===== config.mk =====
export PLATFORM = sky130hd
export DESIGN_NAME = slot_a_afe_config_regs
export DESIGN_NICKNAME = d
export VERILOG_FILES = /design/src/common/afe_cfg_pkg.sv /design/src/rtl/slot_a_afe_config_regs.sv /design/src/rtl/polarity_sequencer.sv
export SDC_FILE = /design/constraint.sdc
export NUM_CORES = 1
export LEC_CHECK = 0
export ABC_CLOCK_PERIOD_IN_PS = 21300
export BUFFER_PORTS_ARGS = -buffer_cell sky130_fd_sc_hd__buf_2
export CAP_MARGIN = 25
export CORE_AREA = 3 3 222 224
export CTS_BUF_LIST = sky130_fd_sc_hd__clkbuf_8 sky130_fd_sc_hd__clkbuf_16
export DETAILED_ROUTE_END_ITERATION = 16
export DIE_AREA = 0 0 225 227
export PLACE_DENSITY = 0.53
export SLEW_MARGIN = 25
export SYNTH_ARGS = -nofsm -noshare
export SYNTH_HDL_FRONTEND = slang
export SYNTH_SLANG_ARGS = --single-unit

===== constraint.sdc =====
create_clock -name clk_sys -period 21.3 [get_ports clk_sys]
set_input_delay 0 -clock clk_sys [delete_from_list [all_inputs] [get_ports clk_sys]]
set_output_delay 0 -clock clk_sys [all_outputs]
set_load 0.005 [all_outputs]

===== src/common/afe_cfg_pkg.sv =====
// register map, field layout, reset values and timing constants of the slot a front-end bank
`default_nettype none
package afe_cfg_pkg;

	// register indices; byte address is four times the index
	localparam logic [7:0]  IDX_ORDER       = 8'h17;
	localparam logic [7:0]  IDX_WINDOW      = 8'h39;
	localparam logic [7:0]  IDX_CONTROL     = 8'h42;
	localparam logic [7:0]  IDX_GAINS       = 8'h55;

	// reset values
	localparam logic [15:0] ORDER_RST       = 16'h0000;
	localparam logic [15:0] WINDOW_RST      = 16'h22fc;
	localparam logic [15:0] CONTROL_RST     = 16'h1c38;
	localparam logic [15:0] GAINS_RST       = 16'h0000;

	// bits that hold state; the rest read as zero
	localparam logic [15:0] ORDER_MASK      = 16'h000f;
	localparam logic [15:0] WINDOW_MASK     = 16'hffff;
	localparam logic [15:0] CONTROL_MASK    = 16'hffff;
	localparam logic [15:0] GAINS_MASK      = 16'h003f;

	// field positions
	localparam int          ORDER_LSB       = 0;
	localparam int          WIDTH_LSB       = 11;
	localparam int          WIDTH_W         = 5;
	localparam int          DELAY_LSB       = 0;
	localparam int          DELAY_W         = 11;
	localparam int          MODE_LSB        = 10;
	localparam int          INTG_LSB        = 8;
	localparam int          BUF_BIT         = 7;
	localparam int          IND_BIT         = 6;
	localparam int          VREF_LSB        = 4;
	localparam int          COMMON_LSB      = 0;
	localparam int          CH4_LSB         = 4;
	localparam int          CH3_LSB         = 2;
	localparam int          CH2_LSB         = 0;

	// integrator gain codes
	localparam logic [1:0]  INTG_400K       = 2'h0;
	localparam logic [1:0]  INTG_200K       = 2'h1;
	localparam logic [1:0]  INTG_100K       = 2'h2;

	// timing: clock period and field step sizes in picoseconds, width step also in clock cycles
	localparam int          CLK_PERIOD_PS   = 4000;
	localparam int          DELAY_STEP_PS   = 31250;
	localparam int          WIDTH_STEP_PS   = 1000000;
	localparam int          WIDTH_STEP_CYC  = WIDTH_STEP_PS / CLK_PERIOD_PS;

	// configuration handed to the analog front end
	typedef struct packed {
		logic [5:0] frontend_mode;     // mode field, passed through
		logic [1:0] vref;              // amplifier reference select
		logic [1:0] ch1_gain;          // 0:200k 1:100k 2:50k 3:25k
		logic [1:0] ch2_gain;
		logic [1:0] ch3_gain;
		logic [1:0] ch4_gain;
		logic       integrator_buffer; // integrator runs as buffer
		logic [2:0] rint_sel;          // one-hot 400k/200k/100k, normal mode only
		logic       buffer_gain_low;   // buffer gain 0.7 instead of 1.0
	} afe_cfg_s;

endpackage
`default_nettype wire


===== src/rtl/slot_a_afe_config_regs.sv =====
// apb register bank and window timing for the slot a analog front end
`default_nettype none
module slot_a_afe_config_regs
#(
	parameter int ADDR_W = 12  // apb address width
)
(
	// clock and reset
	input  wire logic                   clk_sys,
	input  wire logic                   rstn,
	// apb slave
	input  wire logic                   psel,
	input  wire logic                   penable,
	input  wire logic                   pwrite,
	input  wire logic [ADDR_W-1:0]      paddr,
	input  wire logic [31:0]            pwdata,
	input  wire logic [3:0]             pstrb,
	output logic                        pready,
	output var  logic [31:0]            prdata,
	output logic                        pslverr,
	// slot timing core
	input  wire logic                   slot_start,
	input  wire logic                   pulse_start,
	output var  logic                   window_open,
	output var  logic                   pulse_reverse,
	output var  logic [1:0]             pulse_index,
	// analog front-end configuration
	output var  afe_cfg_pkg::afe_cfg_s  afe_cfg
);

	// the highest register needs nine address bits
	if (ADDR_W < 9)
	begin : g_addr_check
		$error("slot_a_afe_config_regs: ADDR_W must be at least 9");
	end

	localparam int CNT_W = 14;  // covers the longest delay and width

	typedef enum {st_idle, st_delay, st_open} win_state_e;

	logic [15:0]      integration_order;   // slot_a_integration_order
	logic [15:0]      integration_window;  // slot_a_integration_window
	logic [15:0]      frontend_control;    // slot_a_frontend_control
	logic [15:0]      channel_gains;       // slot_a_channel_gains
	logic             hit_order;           // address decode strobes
	logic             hit_window;
	logic             hit_control;
	logic             hit_gains;
	logic             mapped;              // any register addressed
	logic             wr_access;           // write takes effect this edge
	logic [15:0]      lane_mask;           // written bits from pstrb
	logic [15:0]      read_word;           // selected register
	logic             individual_enable;   // own channel gains in use
	logic [1:0]       common_gain;         // shared slot gain
	logic [1:0]       intg_code;           // integrator gain code
	logic             int_buffer;          // integrator as buffer
	logic [CNT_W-1:0] delay_cycles;        // window delay in clock cycles
	logic [CNT_W-1:0] width_cycles;        // window width in clock cycles
	logic [CNT_W-1:0] win_cnt;             // cycles left in current phase
	win_state_e       win_state;           // window timer state

	// true when the address names the given register index
	function automatic logic addr_is(input logic [ADDR_W-1:0] a, input logic [7:0] idx);
		addr_is = (a[ADDR_W-1:2] == (ADDR_W-2)'(idx)) && (a[1:0] == 2'h0);
	endfunction

	// channel gain: own field when individual gains are on, else the shared one
	function automatic logic [1:0] pick_gain(input logic ind, input logic [1:0] own,
		input logic [1:0] shared);
		pick_gain = ind ? own : shared;
	endfunction

	// delay field to cycles, rounded up so the window never opens early
	function automatic logic [CNT_W-1:0] delay_to_cycles(input logic [10:0] steps);
		int ps;
		ps = int'(steps) * afe_cfg_pkg::DELAY_STEP_PS;
		delay_to_cycles = CNT_W'((ps + afe_cfg_pkg::CLK_PERIOD_PS - 1)
			/ afe_cfg_pkg::CLK_PERIOD_PS);
	endfunction

	// address decode
	always_comb
	begin
		hit_order   = addr_is(paddr, afe_cfg_pkg::IDX_ORDER);
		hit_window  = addr_is(paddr, afe_cfg_pkg::IDX_WINDOW);
		hit_control = addr_is(paddr, afe_cfg_pkg::IDX_CONTROL);
		hit_gains   = addr_is(paddr, afe_cfg_pkg::IDX_GAINS);
		mapped      = hit_order | hit_window | hit_control | hit_gains;
		wr_access   = psel & penable & pwrite & mapped;
		lane_mask   = {{8{pstrb[1]}}, {8{pstrb[0]}}};
	end

	// zero-wait slave; unmapped addresses answer with an error
	assign pready  = 1'b1;
	assign pslverr = psel & penable & ~mapped;

	// read mux; unmapped reads return zero
	always_comb
	begin
		if (hit_order)
			read_word = integration_order;
		else if (hit_window)
			read_word = integration_window;
		else if (hit_control)
			read_word = frontend_control;
		else if (hit_gains)
			read_word = channel_gains;
		else
			read_word = 16'h0000;
	end

	// read data is captured in the setup cycle and stands through the access
	always_ff @(posedge clk_sys)
	begin
		if (!rstn)
			prdata <= 32'h0000_0000;
		else if (psel && !penable && !pwrite)
			prdata <= {16'h0000, read_word};
	end

	// pattern register; reserved bits are held at zero
	always_ff @(posedge clk_sys)
	begin
		if (!rstn)
			integration_order <= afe_cfg_pkg::ORDER_RST;
		else if (wr_access && hit_order)
			integration_order <= ((pwdata[15:0] & lane_mask) | (integration_order & ~lane_mask))
				& afe_cfg_pkg::ORDER_MASK;
	end

	// window width and delay register
	always_ff @(posedge clk_sys)
	begin
		if (!rstn)
			integration_window <= afe_cfg_pkg::WINDOW_RST;
		else if (wr_access && hit_window)
			integration_window <= ((pwdata[15:0] & lane_mask) | (integration_window & ~lane_mask))
				& afe_cfg_pkg::WINDOW_MASK;
	end

	// front-end control register; the mode field is stored as written
	always_ff @(posedge clk_sys)
	begin
		if (!rstn)
			frontend_control <= afe_cfg_pkg::CONTROL_RST;
		else if (wr_access && hit_control)
			frontend_control <= ((pwdata[15:0] & lane_mask) | (frontend_control & ~lane_mask))
				& afe_cfg_pkg::CONTROL_MASK;
	end

	// per-channel gain register
	always_ff @(posedge clk_sys)
	begin
		if (!rstn)
			channel_gains <= afe_cfg_pkg::GAINS_RST;
		else if (wr_access && hit_gains)
			channel_gains <= ((pwdata[15:0] & lane_mask) | (channel_gains & ~lane_mask))
				& afe_cfg_pkg::GAINS_MASK;
	end

	// field extraction
	always_comb
	begin
		individual_enable = frontend_control[afe_cfg_pkg::IND_BIT];
		common_gain       = frontend_control[afe_cfg_pkg::COMMON_LSB +: 2];
		intg_code         = frontend_control[afe_cfg_pkg::INTG_LSB +: 2];
		int_buffer        = frontend_control[afe_cfg_pkg::BUF_BIT];
		delay_cycles      = delay_to_cycles(
			integration_window[afe_cfg_pkg::DELAY_LSB +: afe_cfg_pkg::DELAY_W]);
		width_cycles      = CNT_W'(int'(
			integration_window[afe_cfg_pkg::WIDTH_LSB +: afe_cfg_pkg::WIDTH_W])
			* afe_cfg_pkg::WIDTH_STEP_CYC);
	end

	// registered front-end configuration
	always_ff @(posedge clk_sys)
	begin
		if (!rstn)
		begin
			afe_cfg <= '0;
		end
		else
		begin
			afe_cfg.frontend_mode     <= frontend_control[afe_cfg_pkg::MODE_LSB +: 6];
			afe_cfg.vref              <= frontend_control[afe_cfg_pkg::VREF_LSB +: 2];
			afe_cfg.ch1_gain          <= common_gain;
			afe_cfg.ch2_gain          <= pick_gain(individual_enable,
				channel_gains[afe_cfg_pkg::CH2_LSB +: 2], common_gain);
			afe_cfg.ch3_gain          <= pick_gain(individual_enable,
				channel_gains[afe_cfg_pkg::CH3_LSB +: 2], common_gain);
			afe_cfg.ch4_gain          <= pick_gain(individual_enable,
				channel_gains[afe_cfg_pkg::CH4_LSB +: 2], common_gain);
			afe_cfg.integrator_buffer <= int_buffer;
			// resistor select only in normal mode; code 3 falls back to 100k
			if (int_buffer)
				afe_cfg.rint_sel <= 3'b000;
			else if (intg_code == afe_cfg_pkg::INTG_400K)
				afe_cfg.rint_sel <= 3'b001;
			else if (intg_code == afe_cfg_pkg::INTG_200K)
				afe_cfg.rint_sel <= 3'b010;
			else
				afe_cfg.rint_sel <= 3'b100;
			// buffer gain 0.7 only for code 2 in buffer mode
			afe_cfg.buffer_gain_low   <= int_buffer && (intg_code == afe_cfg_pkg::INTG_100K);
		end
	end

	// integration window: delay after the pulse, then open for the width
	always_ff @(posedge clk_sys)
	begin
		if (!rstn)
		begin
			win_state   <= st_idle;
			win_cnt     <= '0;
			window_open <= 1'b0;
		end
		else if (pulse_start)
		begin
			// a new pulse restarts the timer
			if (delay_cycles != '0)
			begin
				win_state   <= st_delay;
				win_cnt     <= delay_cycles - CNT_W'(1);
				window_open <= 1'b0;
			end
			else if (width_cycles != '0)
			begin
				win_state   <= st_open;
				win_cnt     <= width_cycles - CNT_W'(1);
				window_open <= 1'b1;
			end
			else
			begin
				win_state   <= st_idle;
				window_open <= 1'b0;
			end
		end
		else
		begin
			unique case (win_state)
				st_idle:
				begin
					window_open <= 1'b0;
				end
				st_delay:
				begin
					// count down the offset, then open if the width allows
					if (win_cnt != '0)
						win_cnt <= win_cnt - CNT_W'(1);
					else if (width_cycles != '0)
					begin
						win_state   <= st_open;
						win_cnt     <= width_cycles - CNT_W'(1);
						window_open <= 1'b1;
					end
					else
						win_state <= st_idle;
				end
				st_open:
				begin
					// hold the window for the width count
					if (win_cnt != '0)
						win_cnt <= win_cnt - CNT_W'(1);
					else
					begin
						win_state   <= st_idle;
						window_open <= 1'b0;
					end
				end
			endcase
		end
	end

	// per-pulse polarity from the pattern register
	polarity_sequencer u_polarity
	(
		.clk_sys       (clk_sys),
		.rstn          (rstn),
		.slot_start    (slot_start),
		.pulse_start   (pulse_start),
		.pattern       (integration_order[afe_cfg_pkg::ORDER_LSB +: 4]),
		.pulse_reverse (pulse_reverse),
		.pulse_index   (pulse_index)
	);

endmodule
`default_nettype wire


===== src/rtl/polarity_sequencer.sv =====
// per-pulse integration polarity from a four-entry pattern
`default_nettype none
module polarity_sequencer
(
	// clock and reset
	input  wire logic       clk_sys,
	input  wire logic       rstn,
	// pulse timing
	input  wire logic       slot_start,
	input  wire logic       pulse_start,
	// pattern, bit n for pulse n+1
	input  wire logic [3:0] pattern,
	// polarity of the current pulse
	output var  logic       pulse_reverse,
	output var  logic [1:0] pulse_index
);

	logic [1:0] next_index;   // entry that the coming pulse uses
	logic [1:0] cur_index;    // entry used by this pulse

	// a slot start rewinds the pattern, even in the cycle of a pulse
	always_comb
	begin
		cur_index = slot_start ? 2'h0 : next_index;
	end

	// step through the pattern, wrapping after the fourth pulse
	always_ff @(posedge clk_sys)
	begin
		if (!rstn)
		begin
			next_index    <= 2'h0;
			pulse_reverse <= 1'b0;
			pulse_index   <= 2'h0;
		end
		else if (pulse_start)
		begin
			pulse_reverse <= pattern[cur_index];
			pulse_index   <= cur_index;
			next_index    <= cur_index + 2'h1;
		end
		else if (slot_start)
		begin
			next_index    <= 2'h0;
		end
	end

endmodule
`default_nettype wire


Word-level counts from Yosys, hierarchy flattened
Index checks and enable logic that the tools add are counted.
- bits of input ports: 55
- bits in writable memories: 0
- ROM bits: 0
- bits in registers: 131
- logic and storage cells: 119
- memories: 0
- latch bits: 0
- output and inout port bits: 59
- $add $sub $neg: 6
- reduce and logical (&&, ||, !) cells: 25
- shift operators: 0
- bitwise operators: 19
- mux-type cells: 32
- equal/unequal tests: 12
- multipliers: 2
- order comparisons: 1
- div/mod/pow operators: 1
- operators with widths (kind ; count):
    2-to-1 mux 32 bit ; 3
    2-to-1 mux 14 bit ; 5
    one-hot mux 32 bit (2 select lines) ; 1
    AND 16 bit ; 3
    2-to-1 mux 16 bit ; 3
    nonzero test 14 bit ; 3
    divider 32 x 13 -> 32 bit (second input constant) ; 1
    == test 32 x 1 -> 1 bit (second input constant) ; 1
    == test 32 x 2 -> 1 bit (second input constant) ; 1
    zero test 32 bit ; 1
    bitwise OR 16 bit ; 2
    one-hot mux 14 bit (2 select lines) ; 1
    subtractor 14 x 1 -> 14 bit (second input constant) ; 2
    subtractor 27 x 1 -> 28 bit (second input constant) ; 1
    adder 26 x 12 -> 27 bit (second input constant) ; 1
    multiplier 11 x 14 -> 25 bit (second input constant) ; 1
    == test 10 x 7 -> 1 bit (second input constant) ; 2
    inverter 16 bit ; 1
    2-to-1 mux 2 bit ; 7
    subtractor 13 x 1 -> 14 bit (second input constant) ; 1
    multiplier 5 x 7 -> 12 bit (second input constant) ; 1
    != test 3 bit (second input constant) ; 4
    logical AND 1 bit ; 11
    == test 10 x 5 -> 1 bit (second input constant) ; 1
    24 further kinds ; 40

Logic depth before layout (Yosys ltp)
- depth after elaboration: 7
- mapped depth: 87
- mapped depth without buffers: 72

By module
Synthesis repeated with hierarchy kept, for this count alone.
- cells, all modules: 2387
- area total of the unflattened synthesis: 17989.8 um^2
- modules (own cells, without submodules) (module ; area each (um^2) ; instances ; cells an instance):
    slot_a_afe_config_regs ; 17739.5 ; 1 ; 2363
    polarity_sequencer ; 250.2 ; 1 ; 24

Worst setup path before layout
Ideal clock, no wire load.
- path kind: reg-to-reg
- start point: register with a tool-made name
- end point: register win_cnt[8]
- arrival: 19.216 ns
- required time: 21.235 ns
- slack: 2.019 ns
- buffers on the path: 8
- stages on the path, launching flop included: 77
- cell sequence: dfxtp_1 fa_1 ha_1 fa_1 fa_1 inv_1 fa_1 inv_1 ha_1 clkbuf_1 and4_1 o221a_1 nor2_1 xnor2_1 nand4_4 or2_1 buf_4 o41ai_4 [... 41 more ...] o21ai_2 a41oi_2 mux2i_1 nand4b_4 o31ai_4 mux2i_1 a31o_1 nand2_1 o41ai_2 o2111ai_2 nor2_1 ha_1 nand3b_1 nor3_1 o21ai_0 a211oi_1 a21oi_1 nor2b_1
- RTL lines (item ; line ; RTL):
    end signal, assigned ; slot_a_afe_config_regs.sv:223 ; win_cnt <= delay_cycles - CNT_W'(1);
    end signal, assigned ; slot_a_afe_config_regs.sv:229 ; win_cnt <= width_cycles - CNT_W'(1);
    end signal, assigned ; slot_a_afe_config_regs.sv:249 ; win_cnt <= win_cnt - CNT_W'(1);
    end, declared ; slot_a_afe_config_regs.sv:59 ; logic [CNT_W-1:0] win_cnt;

==> metrics.md <==
| Metric | Value |
|---|---|
| Status | complete, no violations |
| Total Negative Setup Slacks | 0 ps |
| Routability cong. | 0.873 |
| Clk sinks | 101 |
| Final total power | 530 µW |
| Mapped Cells | 2360 |
| Final ANT Viol Nets | 0 |
| Fin Hold WS | 201 ps |
| Count leader, synth | nand2_1 |
| PnR worst setup slack | 1280 ps |
| Clock Tree Root | clkbuf_16 |
| Top Ports | 114 |
| Sequential power share | 38.0% |
| Largest net degree at the start of global routing | 103 |
| Htree depth | 3 |
| Share of flip-flops with an asynchronous set or reset | 0% |
| Fraction of layout instances using a drive strength above 1 | 18.6% |
| Normalized max-slew margin | 31.2% |
| Post-synth cell types | 144 |
| CTS clk-pin slew, worst paths | 80 ps |
| Routed len/inst | 17.7 µm |
| Routed wire length | 56000 µm |
| Vias in the first global route | 17400 |
| Via count | 18700 |
| Final Slew Violations | 0 |
| Register bit count reported by yosys | 101 |
| Hold crit path type | in2reg |
| Area growth syn-to-layout | 14.8% |
| Nets | 2736 |
| Initial Util | 37.8% |
| Full die area | 51100 µm² |
| VDD IR-drop max | 31.7 µV |
| Post-synth EDFFs | 0 |
| Num CTS Buffers | 9 |
| Largest cells by area after synthesis | dfxtp_1, ha_1, xnor2_1 |
| Gr ovfl total | 0 |
| Maxcap violations | 0 |
| Worst Skew | 15.5 ps |
| TritonRoute pass-1 iters | 6 |
| Fmax | 50.0 MHz |
| Period utilization | 94.0% |
| Synth top area share | 11.2% |
| Die X | 225 µm |
| Final hold violations | 0 |
| Worst Max-Slew Pin Slew | 1030 ps |
| Max stage delay on crit path | 570 ps |
| Power density over cell area | 25.7 nW/µm² |
| Total core area | 47500 µm² |
| Largest area contributor in the netlist | dfxtp_1 |
| GRT Total Usage | 20.8% |
| Synth Flop Type | dfxtp_1 |
| CP startpoint kind | flip-flop |
| # rows | 80 |
| Initial antenna violation count | 0 |
| Maximum root-to-sink buffer count | 2 |
| Clk Latency, worst-skew pair | 350 ps |
| Sw Pwr | 179 µW |
| Pint | 351 µW |
| Die height | 227 µm |
| Leakage | 0.00807 µW |
| DR vias/cell | 5.91 |
| Clk pwr share | 29.8% |
| Synthesized area per cell | 7.62 µm² |
| CTS tree | yes |
| Synth cell count leaders | nand2_1, nor2_1, xnor2_1 |
| First-pass GRT wire length | 90100 µm |
| Gate power share | 32.2% |
| N_diodes | 0 |
| First DRT Iteration DRCs | 1404 |
| Post-DP HPWL | 45200 µm |
| Fin crit period | 20020 ps |
| Top cell by count, worst path | buf_4 |
| Post-synthesis sequential area ratio | 11.2% |
| Crit-path slowest cell | or4b_4 |
| Worst setup path class | reg2reg |
| WP data arrival | 20250 ps |
| Final setup violation count | 0 |
| Netlist Area Pre-Place | 18000 µm² |
| Crit end category | flip-flop |
| Dpl cells | 3107 |
| Switching share of power | 33.9% |
| Fillers | 4815 |
| CP max FO | 17 |
| Worst slack, placed | 241 ps |
| Crit path required time | 21540 ps |
| Hold Startpoint | pstrb[1] |
| Post-Layout Cell Count | 3156 |
| # DRC | 0 |
| Port bufs | 78 |
| Ys Warns | 0 |
[worst paths after layout]
path / to / cells after the start / slack, ps
worst max-delay path: win_cnt[4] / 76 / 1280
worst min-delay path: flip-flop / 4 / 200
worst max register to register: win_cnt[4] / 76 / 1280
worst min register to register: flip-flop / 2 / 470
[metal layers]
| metal | track usage [%] | up-vias | routed length, µm |
|---|---|---|---|
| met2 | 35.1 | 380 | 27000 |
| li1 | - | 9152 | - |
| met4 | 3.83 | 0 | 743 |
| met3 | 1.29 | 54 | 1650 |
| met1 | 29.7 | 9067 | 26600 |
| met5 | 0 | - | 0 |
[area by class of cell]
cell class              instances  area, µm²  share of cell area (%)
multi-input cells            2053      15300                    74.1
flip-flops and latches        101       2030                    9.82
repair buffers                269       1880                    9.13
well taps                     615        769                    3.73
inverters                     102        383                    1.86
clock buffers                   9        225                    1.09
clock inverters                 7       56.3                   0.273
[stage by stage]
stage | area [µm²] | utilization [%]
floorplan | 18000 | -
global placement | 19600 | 41.3
detailed placement | 19600 | 41.3
CTS | 20100 | 42.3
global route | 20600 | 43.4
finish | 20600 | 43.4
[cell families after synthesis]
kind of cell    Yosys count  synth area share (%)
fa+ha+maj               146                  11.8
buf+inv                 221                  6.37
other cells               2                0.0418
compound gates          709                  29.7
xor+xnor                196                  9.97
flops                   101                  11.2
mux                      57                  3.32
simple gates            928                  27.5
[cell usage in the layout, fill, tap and decap left out, types with 43 or more instances in the layout]
cell / count
a21oi_1: 123
and2_1: 43
buf_2: 78
buf_4: 172
dfxtp_1: 98
ha_1: 103
inv_1: 102
mux2i_1: 43
nand2_1: 231
nand3_1: 83
nor2_1: 172
nor3_1: 81
o21ai_0: 97
xnor2_1: 126
xor2_1: 52
[power groups by stage]
stage / combinational (µW) / sequential, µW / clock (µW)
after floorplan: 112 / 204 / 0
after global placement: 159 / 205 / 0
after detailed placement: 162 / 206 / 0
after CTS: 165 / 201 / 162
after global routing: 189 / 202 / 169
final: 171 / 201 / 158
[critical path: cells and delay by family (launching register included)]
kind / cells / cell delay [ps]
XOR/XNOR: 1 / 110
flip-flops: 1 / 430
adder cells (fa/ha/maj): 7 / 2960
buffers and inverters: 11 / 1830
AND/OR/NAND/NOR: 27 / 7110
AO/OA/AOI/OAI: 30 / 7390
[repair_timing]
| action | CTS | global route |
|---|---|---|
| setup buffers | 0 | 16 |
| endpoints found under the hold margin | 40 | 0 |
| endpoints found under the setup margin | 0 | 17 |
| gates resized for setup | 0 | 79 |
| hold buffers | 17 | 0 |
Power figures use the tool's default switching activity.
